`config.mk`:
```
export PLATFORM = sky130hd
export DESIGN_NAME = frequency_reference_ramp
export DESIGN_NICKNAME = d
export VERILOG_FILES = /design/src/logic/freq_ref_pkg.sv /design/src/logic/frequency_reference_ramp.sv
export SDC_FILE = /design/constraint.sdc
export NUM_CORES = 2
export LEC_CHECK = 0
export ABC_AREA = 1
export BUFFER_PORTS_ARGS = -buffer_cell sky130_fd_sc_hd__buf_2
export CAP_MARGIN = 40
export CORE_ASPECT_RATIO = 1.2
export CORE_MARGIN = 4
export CORE_UTILIZATION = 50
export CTS_CLUSTER_SIZE = 10
export DETAILED_ROUTE_END_ITERATION = 10
export GPL_TIMING_DRIVEN = 0
export PLACE_DENSITY_LB_ADDON = 0.1
export SYNTH_ARGS = -nofsm -noshare
export SYNTH_HDL_FRONTEND = slang
export SYNTH_SLANG_ARGS = --single-unit
```
`constraint.sdc`:
```
create_clock -name clk -period 48.6 [get_ports clk]
set_clock_uncertainty 0.05 [all_clocks]
set_input_delay 9.72 -clock clk [delete_from_list [all_inputs] [get_ports clk]]
set_output_delay 9.72 -clock clk [all_outputs]
set_load 0.02 [all_outputs]
```
`src/logic/freq_ref_pkg.sv`:
```
// Constants, types and carriers for the frequency reference and ramp block.
package freq_ref_pkg;
    // Frequencies count in steps of the reference resolution (0.1 Hz or 0.01 Hz).
    typedef logic [15:0] freq_t;
    // Input fractions: 4096 is full scale (100 %).
    typedef logic [12:0] pct_t;
    typedef logic [7:0] carr_t;
    localparam freq_t PRESET_DEF = 16'h1388;
    localparam freq_t MAX_CEIL = 16'h7D00;
    localparam freq_t MAX_FLOOR_FINE = 16'h1388;
    localparam freq_t MAX_FLOOR_COARSE = 16'h01F4;
    localparam freq_t BASE_FIXED_FINE = 16'h2710;
    localparam freq_t BASE_FIXED_COARSE = 16'h03E8;
    localparam int PCT_SHIFT = 12;
    localparam pct_t PCT_FULL = 13'h1000;
    // Carrier in 0.1 kHz steps: 0.5 kHz up to 16.0 kHz.
    localparam carr_t CARR_MIN = 8'h05;
    localparam carr_t CARR_MAX = 8'hA0;
    localparam int CARR_DERATE_SHIFT = 1;
    // Base ramp time step of 0.01 s, counted in clock cycles.
    localparam int TICK_TIME_US = 10000;
    localparam int CLK_MHZ = 250;
    localparam int TICK_CYCLES_DEF = TICK_TIME_US * CLK_MHZ;
    localparam logic [6:0] UNIT_DIV_1S = 7'h64;
    localparam logic [6:0] UNIT_DIV_100MS = 7'h0A;
    localparam logic [6:0] UNIT_DIV_10MS = 7'h01;
    typedef enum logic [2:0] {SRC_DIGITAL, SRC_ANALOG1, SRC_ANALOG2, SRC_POT, SRC_PULSE,
        SRC_MULTI} main_src_e;
    typedef enum logic [1:0] {OP_SUM, OP_DIFF, OP_MAX, OP_MIN} op_e;
    typedef enum logic [2:0] {UP_DIGITAL, UP_ANALOG1, UP_ANALOG2, UP_POT, UP_PULSE} up_src_e;
    typedef enum logic [1:0] {LOW_STOP, LOW_RUN_LIMIT, LOW_ZERO} low_act_e;
    typedef enum logic [1:0] {BASE_MAX, BASE_SET, BASE_FIXED} base_e;
    typedef enum logic [1:0] {RES_COARSE = 2'h1, RES_FINE = 2'h2} res_e;
    typedef enum logic [1:0] {UNIT_1S, UNIT_100MS, UNIT_10MS} unit_e;
    typedef enum logic [1:0] {R_IDLE = 2'b00, R_ACCEL = 2'b01, R_HOLD = 2'b11,
        R_DECEL = 2'b10} ramp_e;
    typedef struct packed {freq_t accel; freq_t decel;} ramp_pair_s;
    typedef struct packed {
        pct_t first_analog_channel;
        pct_t second_analog_channel;
        pct_t pot;
        pct_t pulse_input_terminal;
        pct_t multi;
    } analog_in_s;
    typedef struct packed {
        main_src_e src;
        logic use_op;
        op_e op;
        freq_t offset;
        freq_t preset;
        freq_t max_freq;
        res_e res;
        up_src_e up_src;
        freq_t dig_upper;
        freq_t up_offset;
        freq_t lower;
        low_act_e low_act;
        base_e base_sel;
        unit_e unit;
        carr_t carrier_set;
        logic thermal_en;
        logic dir;
    } cfg_s;
endpackage : freq_ref_pkg

```
`src/logic/frequency_reference_ramp.sv`:
```
// Frequency reference combination, limiting, carrier derating and ramp generator.
// Operation
// - Max operation picks the main or auxiliary value with larger magnitude.
// - Min operation picks the main or auxiliary value with smaller magnitude.
// - With main/auxiliary operation, the offset frequency is added to the result.
// - Digital and up/down source starts from the preset frequency.
// - Direction bit 1 reverses rotation, like swapping two output phases.
// - Parameter initialisation restores the original rotation direction.
// - Analog, pulse and multi-reference full scale maps to maximum frequency.
// - Resolution selects 0.1 Hz or 0.01 Hz steps and maximum frequency range.
// - Upper-limit source: digital, two analog inputs, potentiometer or pulse input.
// - Analog upper-limit full scale maps to the digital upper limit.
// - At the upper limit the drive keeps running at that limit.
// - Digital upper limit stays between lower limit and maximum frequency.
// - Analog or pulse upper limit gets the upper-limit offset added.
// - Below lower limit: stop, run at lower limit, or zero speed.
// - Carrier frequency is kept between 0.5 kHz and 16.0 kHz.
// - Hot heatsink with thermal adjustment lowers carrier, normal restores it.
// - Acceleration time spans 0 Hz up to the ramp base frequency.
// - Deceleration time spans the ramp base frequency down to 0 Hz.
// - Four acceleration/deceleration groups, chosen by input terminals.
// - Time unit code selects 1 s, 0.1 s or 0.01 s steps.
// - Operation code 0 sums main and auxiliary, 1 takes their difference.
// - Ramp base is maximum frequency, set frequency or fixed 100 Hz.
`timescale 1ns/10ps
`default_nettype none
module frequency_reference_ramp #(
    parameter int TICK_CYCLES = freq_ref_pkg::TICK_CYCLES_DEF
) (
    input wire logic clk,
    input wire logic nrst,
    input wire freq_ref_pkg::cfg_s cfg,
    input wire freq_ref_pkg::analog_in_s ain,
    input wire logic signed [16:0] aux_freq,
    input wire freq_ref_pkg::ramp_pair_s [3:0] ramp_groups,
    input wire logic param_init,
    input wire logic dir_load,
    input wire logic run_pin,
    input wire logic up_pin,
    input wire logic down_pin,
    input wire logic hot_pin,
    input wire logic [1:0] group_pin,
    output logic [15:0] freq_out,
    output logic reverse_out,
    output logic [7:0] carrier_out,
    output logic run_out,
    output logic upper_hit
);
    // Scales an input fraction so that full scale gives the value full.
    function automatic freq_ref_pkg::freq_t scale(freq_ref_pkg::pct_t p,
        freq_ref_pkg::freq_t full);
        logic [28:0] m;
        m = 29'(p) * 29'(full);
        return (p >= freq_ref_pkg::PCT_FULL) ? full : m[freq_ref_pkg::PCT_SHIFT +: 16];
    endfunction : scale

    // Magnitude of a signed combined frequency.
    function automatic logic [17:0] mag(logic signed [17:0] v);
        return v[17] ? 18'(-v) : 18'(v);
    endfunction : mag

    function automatic freq_ref_pkg::freq_t fmin(freq_ref_pkg::freq_t a,
        freq_ref_pkg::freq_t b);
        return (a < b) ? a : b;
    endfunction : fmin

    // Pins pass two flip-flops before any logic looks at them.
    logic [5:0] pin_meta;
    logic [5:0] pin_sync;
    logic [5:0] pin_prev;
    logic run_s;
    logic hot_s;
    logic [1:0] grp;
    logic up_edge;
    logic down_edge;
    assign run_s = pin_sync[5];
    assign hot_s = pin_sync[2];
    assign grp = pin_sync[1:0];
    assign up_edge = pin_sync[4] & ~pin_prev[4];
    assign down_edge = pin_sync[3] & ~pin_prev[3];

    // Reference path, all combinational; the digital value is a register declared here.
    freq_ref_pkg::freq_t dig_freq;
    freq_ref_pkg::freq_t max_eff, floor_f, main_f, ref_f, dig_up, upper, lower, tgt;
    logic signed [17:0] x, y, op_res, comb;
    logic [17:0] m_comb;
    logic [16:0] up_sum;
    logic hit_c, stop_c, neg_c;
    always_comb
    begin
        floor_f = (cfg.res == freq_ref_pkg::RES_COARSE) ? freq_ref_pkg::MAX_FLOOR_COARSE
            : freq_ref_pkg::MAX_FLOOR_FINE;
        max_eff = cfg.max_freq;
        if (max_eff < floor_f) max_eff = floor_f;
        if (max_eff > freq_ref_pkg::MAX_CEIL) max_eff = freq_ref_pkg::MAX_CEIL;
        case (cfg.src)
            freq_ref_pkg::SRC_ANALOG1: main_f = scale(ain.first_analog_channel, max_eff);
            freq_ref_pkg::SRC_ANALOG2: main_f = scale(ain.second_analog_channel, max_eff);
            freq_ref_pkg::SRC_POT: main_f = scale(ain.pot, max_eff);
            freq_ref_pkg::SRC_PULSE: main_f = scale(ain.pulse_input_terminal, max_eff);
            freq_ref_pkg::SRC_MULTI: main_f = scale(ain.multi, max_eff);
            default: main_f = fmin(dig_freq, max_eff);
        endcase
        x = signed'(18'(main_f));
        y = {aux_freq[16], aux_freq};
        case (cfg.op)
            freq_ref_pkg::OP_DIFF: op_res = x - y;
            freq_ref_pkg::OP_MAX: op_res = (mag(x) >= mag(y)) ? x : y;
            freq_ref_pkg::OP_MIN: op_res = (mag(x) <= mag(y)) ? x : y;
            default: op_res = x + y;
        endcase
        comb = cfg.use_op ? op_res + signed'(18'(cfg.offset)) : x;
        neg_c = comb[17];
        m_comb = mag(comb);
        ref_f = (m_comb > 18'(max_eff)) ? max_eff : m_comb[15:0];
        dig_up = cfg.dig_upper;
        if (dig_up < cfg.lower) dig_up = cfg.lower;
        dig_up = fmin(dig_up, max_eff);
        case (cfg.up_src)
            freq_ref_pkg::UP_ANALOG1: up_sum = 17'(scale(ain.first_analog_channel, dig_up))
                + 17'(cfg.up_offset);
            freq_ref_pkg::UP_ANALOG2: up_sum = 17'(scale(ain.second_analog_channel, dig_up))
                + 17'(cfg.up_offset);
            freq_ref_pkg::UP_POT: up_sum = 17'(scale(ain.pot, dig_up))
                + 17'(cfg.up_offset);
            freq_ref_pkg::UP_PULSE: up_sum = 17'(scale(ain.pulse_input_terminal, max_eff))
                + 17'(cfg.up_offset);
            default: up_sum = 17'(dig_up);
        endcase
        upper = (up_sum > 17'(max_eff)) ? max_eff : up_sum[15:0];
        lower = fmin(cfg.lower, upper);
        hit_c = 1'b0;
        stop_c = 1'b0;
        tgt = ref_f;
        if (ref_f > upper)
        begin
            tgt = upper;
            hit_c = 1'b1;
        end
        else if (ref_f < lower)
        begin
            case (cfg.low_act)
                freq_ref_pkg::LOW_STOP:
                begin
                    tgt = '0;
                    stop_c = 1'b1;
                end
                freq_ref_pkg::LOW_RUN_LIMIT: tgt = lower;
                default: tgt = '0;
            endcase
        end
    end

    // Ramp, direction, carrier and divider state.
    freq_ref_pkg::ramp_e ramp_st, next_ramp;
    freq_ref_pkg::freq_t next_dig, next_freq, goal, base, tm;
    freq_ref_pkg::carr_t carr, next_carrier;
    logic [31:0] acc, next_acc, tick_cnt, next_tick;
    logic [6:0] unit_cnt, next_unit, unit_div;
    logic dir, next_dir, next_reverse, run_req, rev_req, tick, unit_tick;
    always_comb
    begin
        tick = (tick_cnt == 32'(TICK_CYCLES - 1));
        next_tick = tick ? '0 : tick_cnt + 32'h0000_0001;
        case (cfg.unit)
            freq_ref_pkg::UNIT_1S: unit_div = freq_ref_pkg::UNIT_DIV_1S;
            freq_ref_pkg::UNIT_10MS: unit_div = freq_ref_pkg::UNIT_DIV_10MS;
            default: unit_div = freq_ref_pkg::UNIT_DIV_100MS;
        endcase
        unit_tick = tick && (unit_cnt >= unit_div - 7'h01);
        next_unit = tick ? (unit_tick ? '0 : unit_cnt + 7'h01) : unit_cnt;
        next_dig = dig_freq;
        if (!run_s) next_dig = cfg.preset;
        else if (up_edge && dig_freq < max_eff) next_dig = dig_freq + 16'h0001;
        else if (down_edge && dig_freq != '0) next_dig = dig_freq - 16'h0001;
        next_dir = param_init ? 1'b0 : (dir_load ? cfg.dir : dir);
        rev_req = dir ^ neg_c;
        run_req = run_s & ~stop_c;
        next_reverse = (freq_out == '0 && run_req) ? rev_req : reverse_out;
        // A reversal first ramps down to zero before the phase order swaps.
        goal = (!run_req || (rev_req != reverse_out && freq_out != '0)) ? '0 : tgt;
        case (cfg.base_sel)
            freq_ref_pkg::BASE_SET: base = tgt;
            freq_ref_pkg::BASE_FIXED: base = (cfg.res == freq_ref_pkg::RES_COARSE)
                ? freq_ref_pkg::BASE_FIXED_COARSE : freq_ref_pkg::BASE_FIXED_FINE;
            default: base = max_eff;
        endcase
        if (freq_out < goal) next_ramp = freq_ref_pkg::R_ACCEL;
        else if (freq_out > goal) next_ramp = freq_ref_pkg::R_DECEL;
        else next_ramp = (goal == '0) ? freq_ref_pkg::R_IDLE : freq_ref_pkg::R_HOLD;
        tm = (next_ramp == freq_ref_pkg::R_ACCEL) ? ramp_groups[grp].accel
            : ramp_groups[grp].decel;
        next_freq = freq_out;
        next_acc = '0;
        if (next_ramp == freq_ref_pkg::R_ACCEL || next_ramp == freq_ref_pkg::R_DECEL)
        begin
            // Each time unit adds base to the accumulator; each time-worth is one step.
            if (tm == '0) next_freq = goal;
            else
            begin
                next_acc = acc + (unit_tick ? 32'(base) : 32'h0000_0000);
                if (acc >= 32'(tm))
                begin
                    next_acc = next_acc - 32'(tm);
                    next_freq = (next_ramp == freq_ref_pkg::R_ACCEL) ? freq_out + 16'h0001
                        : freq_out - 16'h0001;
                end
            end
        end
        carr = cfg.carrier_set;
        if (carr < freq_ref_pkg::CARR_MIN) carr = freq_ref_pkg::CARR_MIN;
        if (carr > freq_ref_pkg::CARR_MAX) carr = freq_ref_pkg::CARR_MAX;
        next_carrier = carr;
        if (cfg.thermal_en && hot_s)
            next_carrier = ((carr >> freq_ref_pkg::CARR_DERATE_SHIFT) < freq_ref_pkg::CARR_MIN)
                ? freq_ref_pkg::CARR_MIN : (carr >> freq_ref_pkg::CARR_DERATE_SHIFT);
    end

    // Registers for all state of the block.
    always_ff @(posedge clk or negedge nrst)
    begin
        if (!nrst)
        begin
            pin_meta <= '0;
            pin_sync <= '0;
            pin_prev <= '0;
            ramp_st <= freq_ref_pkg::R_IDLE;
            dig_freq <= freq_ref_pkg::PRESET_DEF;
            acc <= '0;
            tick_cnt <= '0;
            unit_cnt <= '0;
            dir <= 1'b0;
            freq_out <= '0;
            reverse_out <= 1'b0;
            carrier_out <= freq_ref_pkg::CARR_MIN;
            run_out <= 1'b0;
            upper_hit <= 1'b0;
        end
        else
        begin
            pin_meta <= {run_pin, up_pin, down_pin, hot_pin, group_pin};
            pin_sync <= pin_meta;
            pin_prev <= pin_sync;
            ramp_st <= next_ramp;
            dig_freq <= next_dig;
            acc <= next_acc;
            tick_cnt <= next_tick;
            unit_cnt <= next_unit;
            dir <= next_dir;
            freq_out <= next_freq;
            reverse_out <= next_reverse;
            carrier_out <= next_carrier;
            run_out <= run_req || (freq_out != '0);
            upper_hit <= hit_c & run_req;
        end
    end
endmodule : frequency_reference_ramp
`default_nettype wire

```
**Word level (Yosys, flattened, before mapping)**

Cells that the tools add are included.

- Bits in registers: 132
- Bits in latches: 0
- Memory bits (writable): 0
- ROM bits: 0
- Output and inout bits: 27
- Word-level logic and storage cells: 174
- Memories: 0

- Add/sub/neg operators: 18
- Multipliers: 8
- Div/mod/pow operators: 0
- Magnitude comparators: 25
- Eq/ne operators: 22
- Shift-type cells: 0
- Muxes and demuxes: 60
- Bitwise gates (word level): 8
- Reductions and logical operators: 20

Operators with widths:

| cell | count |
|---|---|
| 16-bit 2-to-1 mux | 28 |
| 13-bit by 16-bit multiplier with 28-bit output | 8 |
| 32-bit 2-to-1 mux | 5 |
| 16-bit less-than comparator | 6 |
| 18-bit 2-to-1 mux | 5 |
| 16-bit case mux with 5 select lines | 1 |
| 16-bit by 16-bit adder with 17-bit output | 4 |
| 17-bit case mux with 4 select lines | 1 |
| 13-bit greater-or-equal comparator (second input constant) | 5 |
| 32-bit binary-select mux with 2-bit select | 1 |
| 18-bit case mux with 3 select lines | 1 |
| 16-bit logical NOT | 3 |
| 16-bit by 1-bit adder with 16-bit output (second input constant) | 2 |
| 32-bit by 1-bit adder with 32-bit output (second input constant) | 1 |
| 32-bit by 16-bit adder with 32-bit output | 1 |
| 32-bit by 22-bit == test with 1-bit output (second input constant) | 1 |
| 32-bit by 16-bit greater-or-equal comparator with 1-bit output | 1 |
| 16-bit > comparator | 2 |
| 16-bit case mux with 2 select lines | 1 |
| 16-bit nonzero test | 2 |
| 16-bit by 1-bit subtractor with 16-bit output (second input constant) | 2 |
| 32-bit by 16-bit subtractor with 32-bit output | 1 |
| 8-bit 2-to-1 mux | 3 |
| 17-bit by 17-bit adder with 18-bit output | 1 |
| 39 further kinds | 75 |

**Longest topological paths before layout**

- Word-level depth: 36
- Depth in mapped cells: 161

**Worst setup path before layout**

OpenSTA, ideal clock, no wires.

- Path kind: input port to flip-flop
- Start point: input cfg[68] in the netlist's numbering
- End point: register acc[30]
- Setup time: 0.119 ns
- Arrival: 30.278 ns
- Slack: 18.153 ns
- Cell stages on the path: 139
- Buffers on the path: 14
- Cell sequence: inv_2 -> nand2_2 -> ha_1 -> nand3_1 -> nor2_1 -> nand2_1 -> nand2_1 -> nand2_2 -> nand2_4 -> buf_6 -> nand4_1 -> nor2_1 -> nand3_1 -> nand2_2 -> buf_6 -> buf_2 -> nand2_1 -> inv_1 -> [... 103 more ...] -> nand2_1 -> nand3_1 -> nand2_1 -> nand3_1 -> nand2_1 -> a21o_1 -> a21oi_1 -> o21ai_0 -> nand3_1 -> nand3_1 -> inv_1 -> nand4_1 -> nor2_1 -> nand3_1 -> nor4_1 -> nand2_1 -> a21oi_1 -> o21a_1

- Word-level cells in the longest chain between the ends: 36
- Elaborated cells between the ends (all ways): 84
- Those cells by class: add/sub (10); mul (8); order compare (14); eq/ne (4); mux (39); bitwise (3); reduce/logical (6)

Ends and longest elaborated chain:

| item | RTL line | text |
|---|---|---|
| from (decl) | frequency_reference_ramp.sv:32 | `input wire freq_ref_pkg::cfg_s cfg,` |
| 2-bit by 1-bit == test with 1-bit output (*) | frequency_reference_ramp.sv:91, frequency_reference_ramp.sv:184 |  |
| branches (longest 34 deep; another with 13-bit by 16-bit multiplier with 28-bit output) | -- |  |
| 32-bit 2-to-1 mux (*) | frequency_reference_ramp.sv:195 | `if (next_ramp == freq_ref_pkg::R_ACCEL \|\| next_ramp == freq_ref_pkg::R_DECEL)` |
| net next_acc[30] | frequency_reference_ramp.sv:158 | `logic [31:0] acc, next_acc, tick_cnt, next_tick;` |
| to (signal assigned) | frequency_reference_ramp.sv:246 | `acc <= next_acc;` |
| to (decl) | frequency_reference_ramp.sv:158 |  |

Mark *: on every way through the listed nets, which the timed path passes.
A chain may end at the register's enable or synchronous reset.

**Worst setup path in the final report**

Ends and elaborated chain as after synthesis.

==> flow_summary_export.csv <==
group,metric,value,unit
status,status,"finished clean",
synth,postSynthCellCount,10200,
worst_setup_path,cp_data_required_time,48.93,ns
placement,place_congestion,1.05,
synth,yosys.area.top_type_share,0.336,
global_routing,overflow,0,
die,fp.dieW,357,um
clocking,cts_resized,0,
sta,relSlewSlack,0.231,
sta,worst_slack,10.44,ns
clocking,clock_latency,0.50,ns
worst_setup_path,end_kind,"register",
synth,netlist_top_cells_area,"fa_1 (34%), ha_1 (14%), nand2_1 (12%)",
clocking,holdBufCountCts,0,
route,first_iter_violations,6620,
finish,drive_above_1_share,0.0588,
global_routing,antenna_found_initial,27,
synth,ys_warn_count,0,
synth,synth-edff-count,0,
worst_setup_path,path_buf_inv,32,
clocking,clock_path_buffers,2,
worst_setup_path,rr_endpoint,"acc[30]",
placement,portBuffers,336,
die,ioPinCount,370,
clocking,clock_sinks,129,
worst_setup_path,r2r_slack,28.41,ns
synth,syn_area,72900,um^2
clocking,cts_tree,"yes",
sta,min_period,38.16,ns
global_routing,grt_max_degree,85,
finish,area_growth,8.94,%
clocking,post_cts_buffers,0,
sta,worst_pin_slew,1.14,ns
sta,maxSlewViolCount,0,
worst_setup_path,path_class,"in2reg",
die,chipHeight,426,um
hold_path,whs_endpoint,"pin_sync[5]",
sta,rsz0062_at_grt,"false",
run,maxCapViolations,0,
die,die-area,152000,um^2
hold_path,holdPathStages,0,
worst_setup_path,cpLargestDelayFamily,"buffers and inverters",
clocking,clkTransAtPathRegs,0.07,ns
finish,fin_nets,13200,
route,vias,71900,
worst_setup_path,cpPeakStageDelay,0.89,ns
placement,dp_hpwl,265,mm
synth,synthFlopType,"dfrtp_1",
worst_setup_path,crit_slowest_cell,"buf_2",
route,drt_pre_antenna_iters,8,
placement,placed_cell_area,78800,um^2
global_routing,grt_pass1_vias,72500,
sta,setup_violations,0,
finish,fin_util,0.548,
die,initial_core_util,0.503,
worst_setup_path,crit_fanout,18,
sta,setup-tns-final,0,ns
route,wl_per_cell,24.4,um
route,ant_nets,0,
synth,avgSynthCellArea,7.13,um^2
route,vias_per_cell,5.66,
route,drc,0,
synth,synth_cell_types,68,
clocking,ctsHtreeMaxLevel,4,
clocking,cts_buffers,17,
hold_path,hold_path_class,"reg2reg",
worst_setup_path,crit_top_cell,"nand2_1",
synth,ys_ff_latch,129,
route,wirelength,310,mm
clocking,root_buffer,"clkbuf_16",
sta,fmaxAchievable,26.2,MHz
worst_setup_path,critPathArrivalTime,38.49,ns
synth,synth_async_sr_flop_share,1.00,
global_routing,grt_pass1_wl,455,mm
worst_setup_path,start_kind,"input pin",
worst_setup_path,reg2reg_from,"dig_freq[10]",
sta,period_share,0.785,
finish,stdcell_area,79400,um^2
sta,hold_viol_final,0,
die,core_area,145000,um^2
die,num_rows,153,
hold_path,hp-start,"pin_meta[5]",
global_routing,grt.total_usage,0.407,
placement,preCtsSetupSlack,10.91,ns
worst_setup_path,reg2reg_depth,115,
synth,synth_top_cell_by_area,"fa_1",
synth,seq_area_frac_synth,0.0444,
-- worst max-delay path by stage --
stage                     slack [ns]  cells past startpoint     from  endpoint
after floorplan                18.15                    139  cfg[68]   acc[30]
after global routing            9.01                    154  cfg[68]   acc[30]
final                          10.44                    143  cfg[68]   acc[30]
after CTS                      11.35                    142  cfg[68]   acc[30]
after global placement          7.34                    139  cfg[68]   acc[30]
after detailed placement       10.91                    142  cfg[68]   acc[30]
-- cell usage in the layout, fill, tap and decap left out, types with 118 or more instances in the layout --
master    synthesis  layout
a21oi_1         477     477
ha_1            831     831
inv_1          2130    2130
xor2_1          118     118
nor2_1         1148    1147
nand2_1        2242    2242
o21ai_0         421     419
dfrtp_1         122     122
buf_2            15     368
clkbuf_1        333     319
fa_1           1223    1223
nand3_1         331     331
-- registers in the layout, summed over array words and instances (netlist names) --
| signal | cells |
|---|---|
| acc | 32 |
| dig_freq | 16 |
| run_out | 1 |
| tick_cnt | 32 |
| freq_out | 16 |
| unit_cnt | 7 |
| upper_hit | 1 |
| reverse_out | 1 |
| pin_prev | 2 |
| dir | 1 |
| pin_meta | 6 |
| pin_sync | 6 |
| carrier_out | 8 |
-- area by class of cell --
type,instances,area [um^2]
repair buffers,448,3170
clock inverters,12,159
clock buffers,20,447
flip-flops and latches,129,3240
fillers,14500,65500
multi-input cells,7578,60200
plain buffers,414,1660
inverters,2165,8130
well taps,1937,2420
diodes,12,30.0
-- Yosys cell counts (30+ instances only) --
library cell	number
dfrtp_1	122
o21a_1	33
clkbuf_1	333
ha_1	831
nand4_1	64
nor2_1	1148
inv_1	2130
o21bai_1	31
nand3_1	331
nand2_1	2242
o21ai_0	421
a21oi_1	477
xor2_1	118
xnor2_1	87
nand3b_1	39
a211oi_1	46
buf_1	58
fa_1	1223
or2_2	30
nor3_1	87
nor4_1	32
-- stage by stage --
step | instances | hold slack, ns
final | 12700 | 0.299
after detailed placement | 12700 | 0.286
after global placement | 12600 | 0.283
after floorplan | 10300 | 0.281
after global routing | 12700 | 0.307
after CTS | 12700 | 0.300
-- kinds of logic after synthesis --
family | count (synthesis) | share of synthesized area
simple gates | 4034 | 0.224
fa+ha+maj | 2054 | 0.478
compound gates | 1219 | 0.0944
flops | 129 | 0.0444
buf+inv | 2579 | 0.134
other cells | 2 | 0.000103
xor+xnor | 205 | 0.0246
-- layer usage --
metal / global-route usage / up-vias / routed length (um)
met2: 0.642 / 3570 / 137000
met4: 0.291 / 8 / 28100
li1: - / 32300 / -
met3: 0.0816 / 970 / 28800
met5: 0 / - / 48
met1: 0.499 / 35100 / 116000
Power is not shown: default switching activity piles up to over one toggle a cycle in this logic, so the estimate is an artifact.
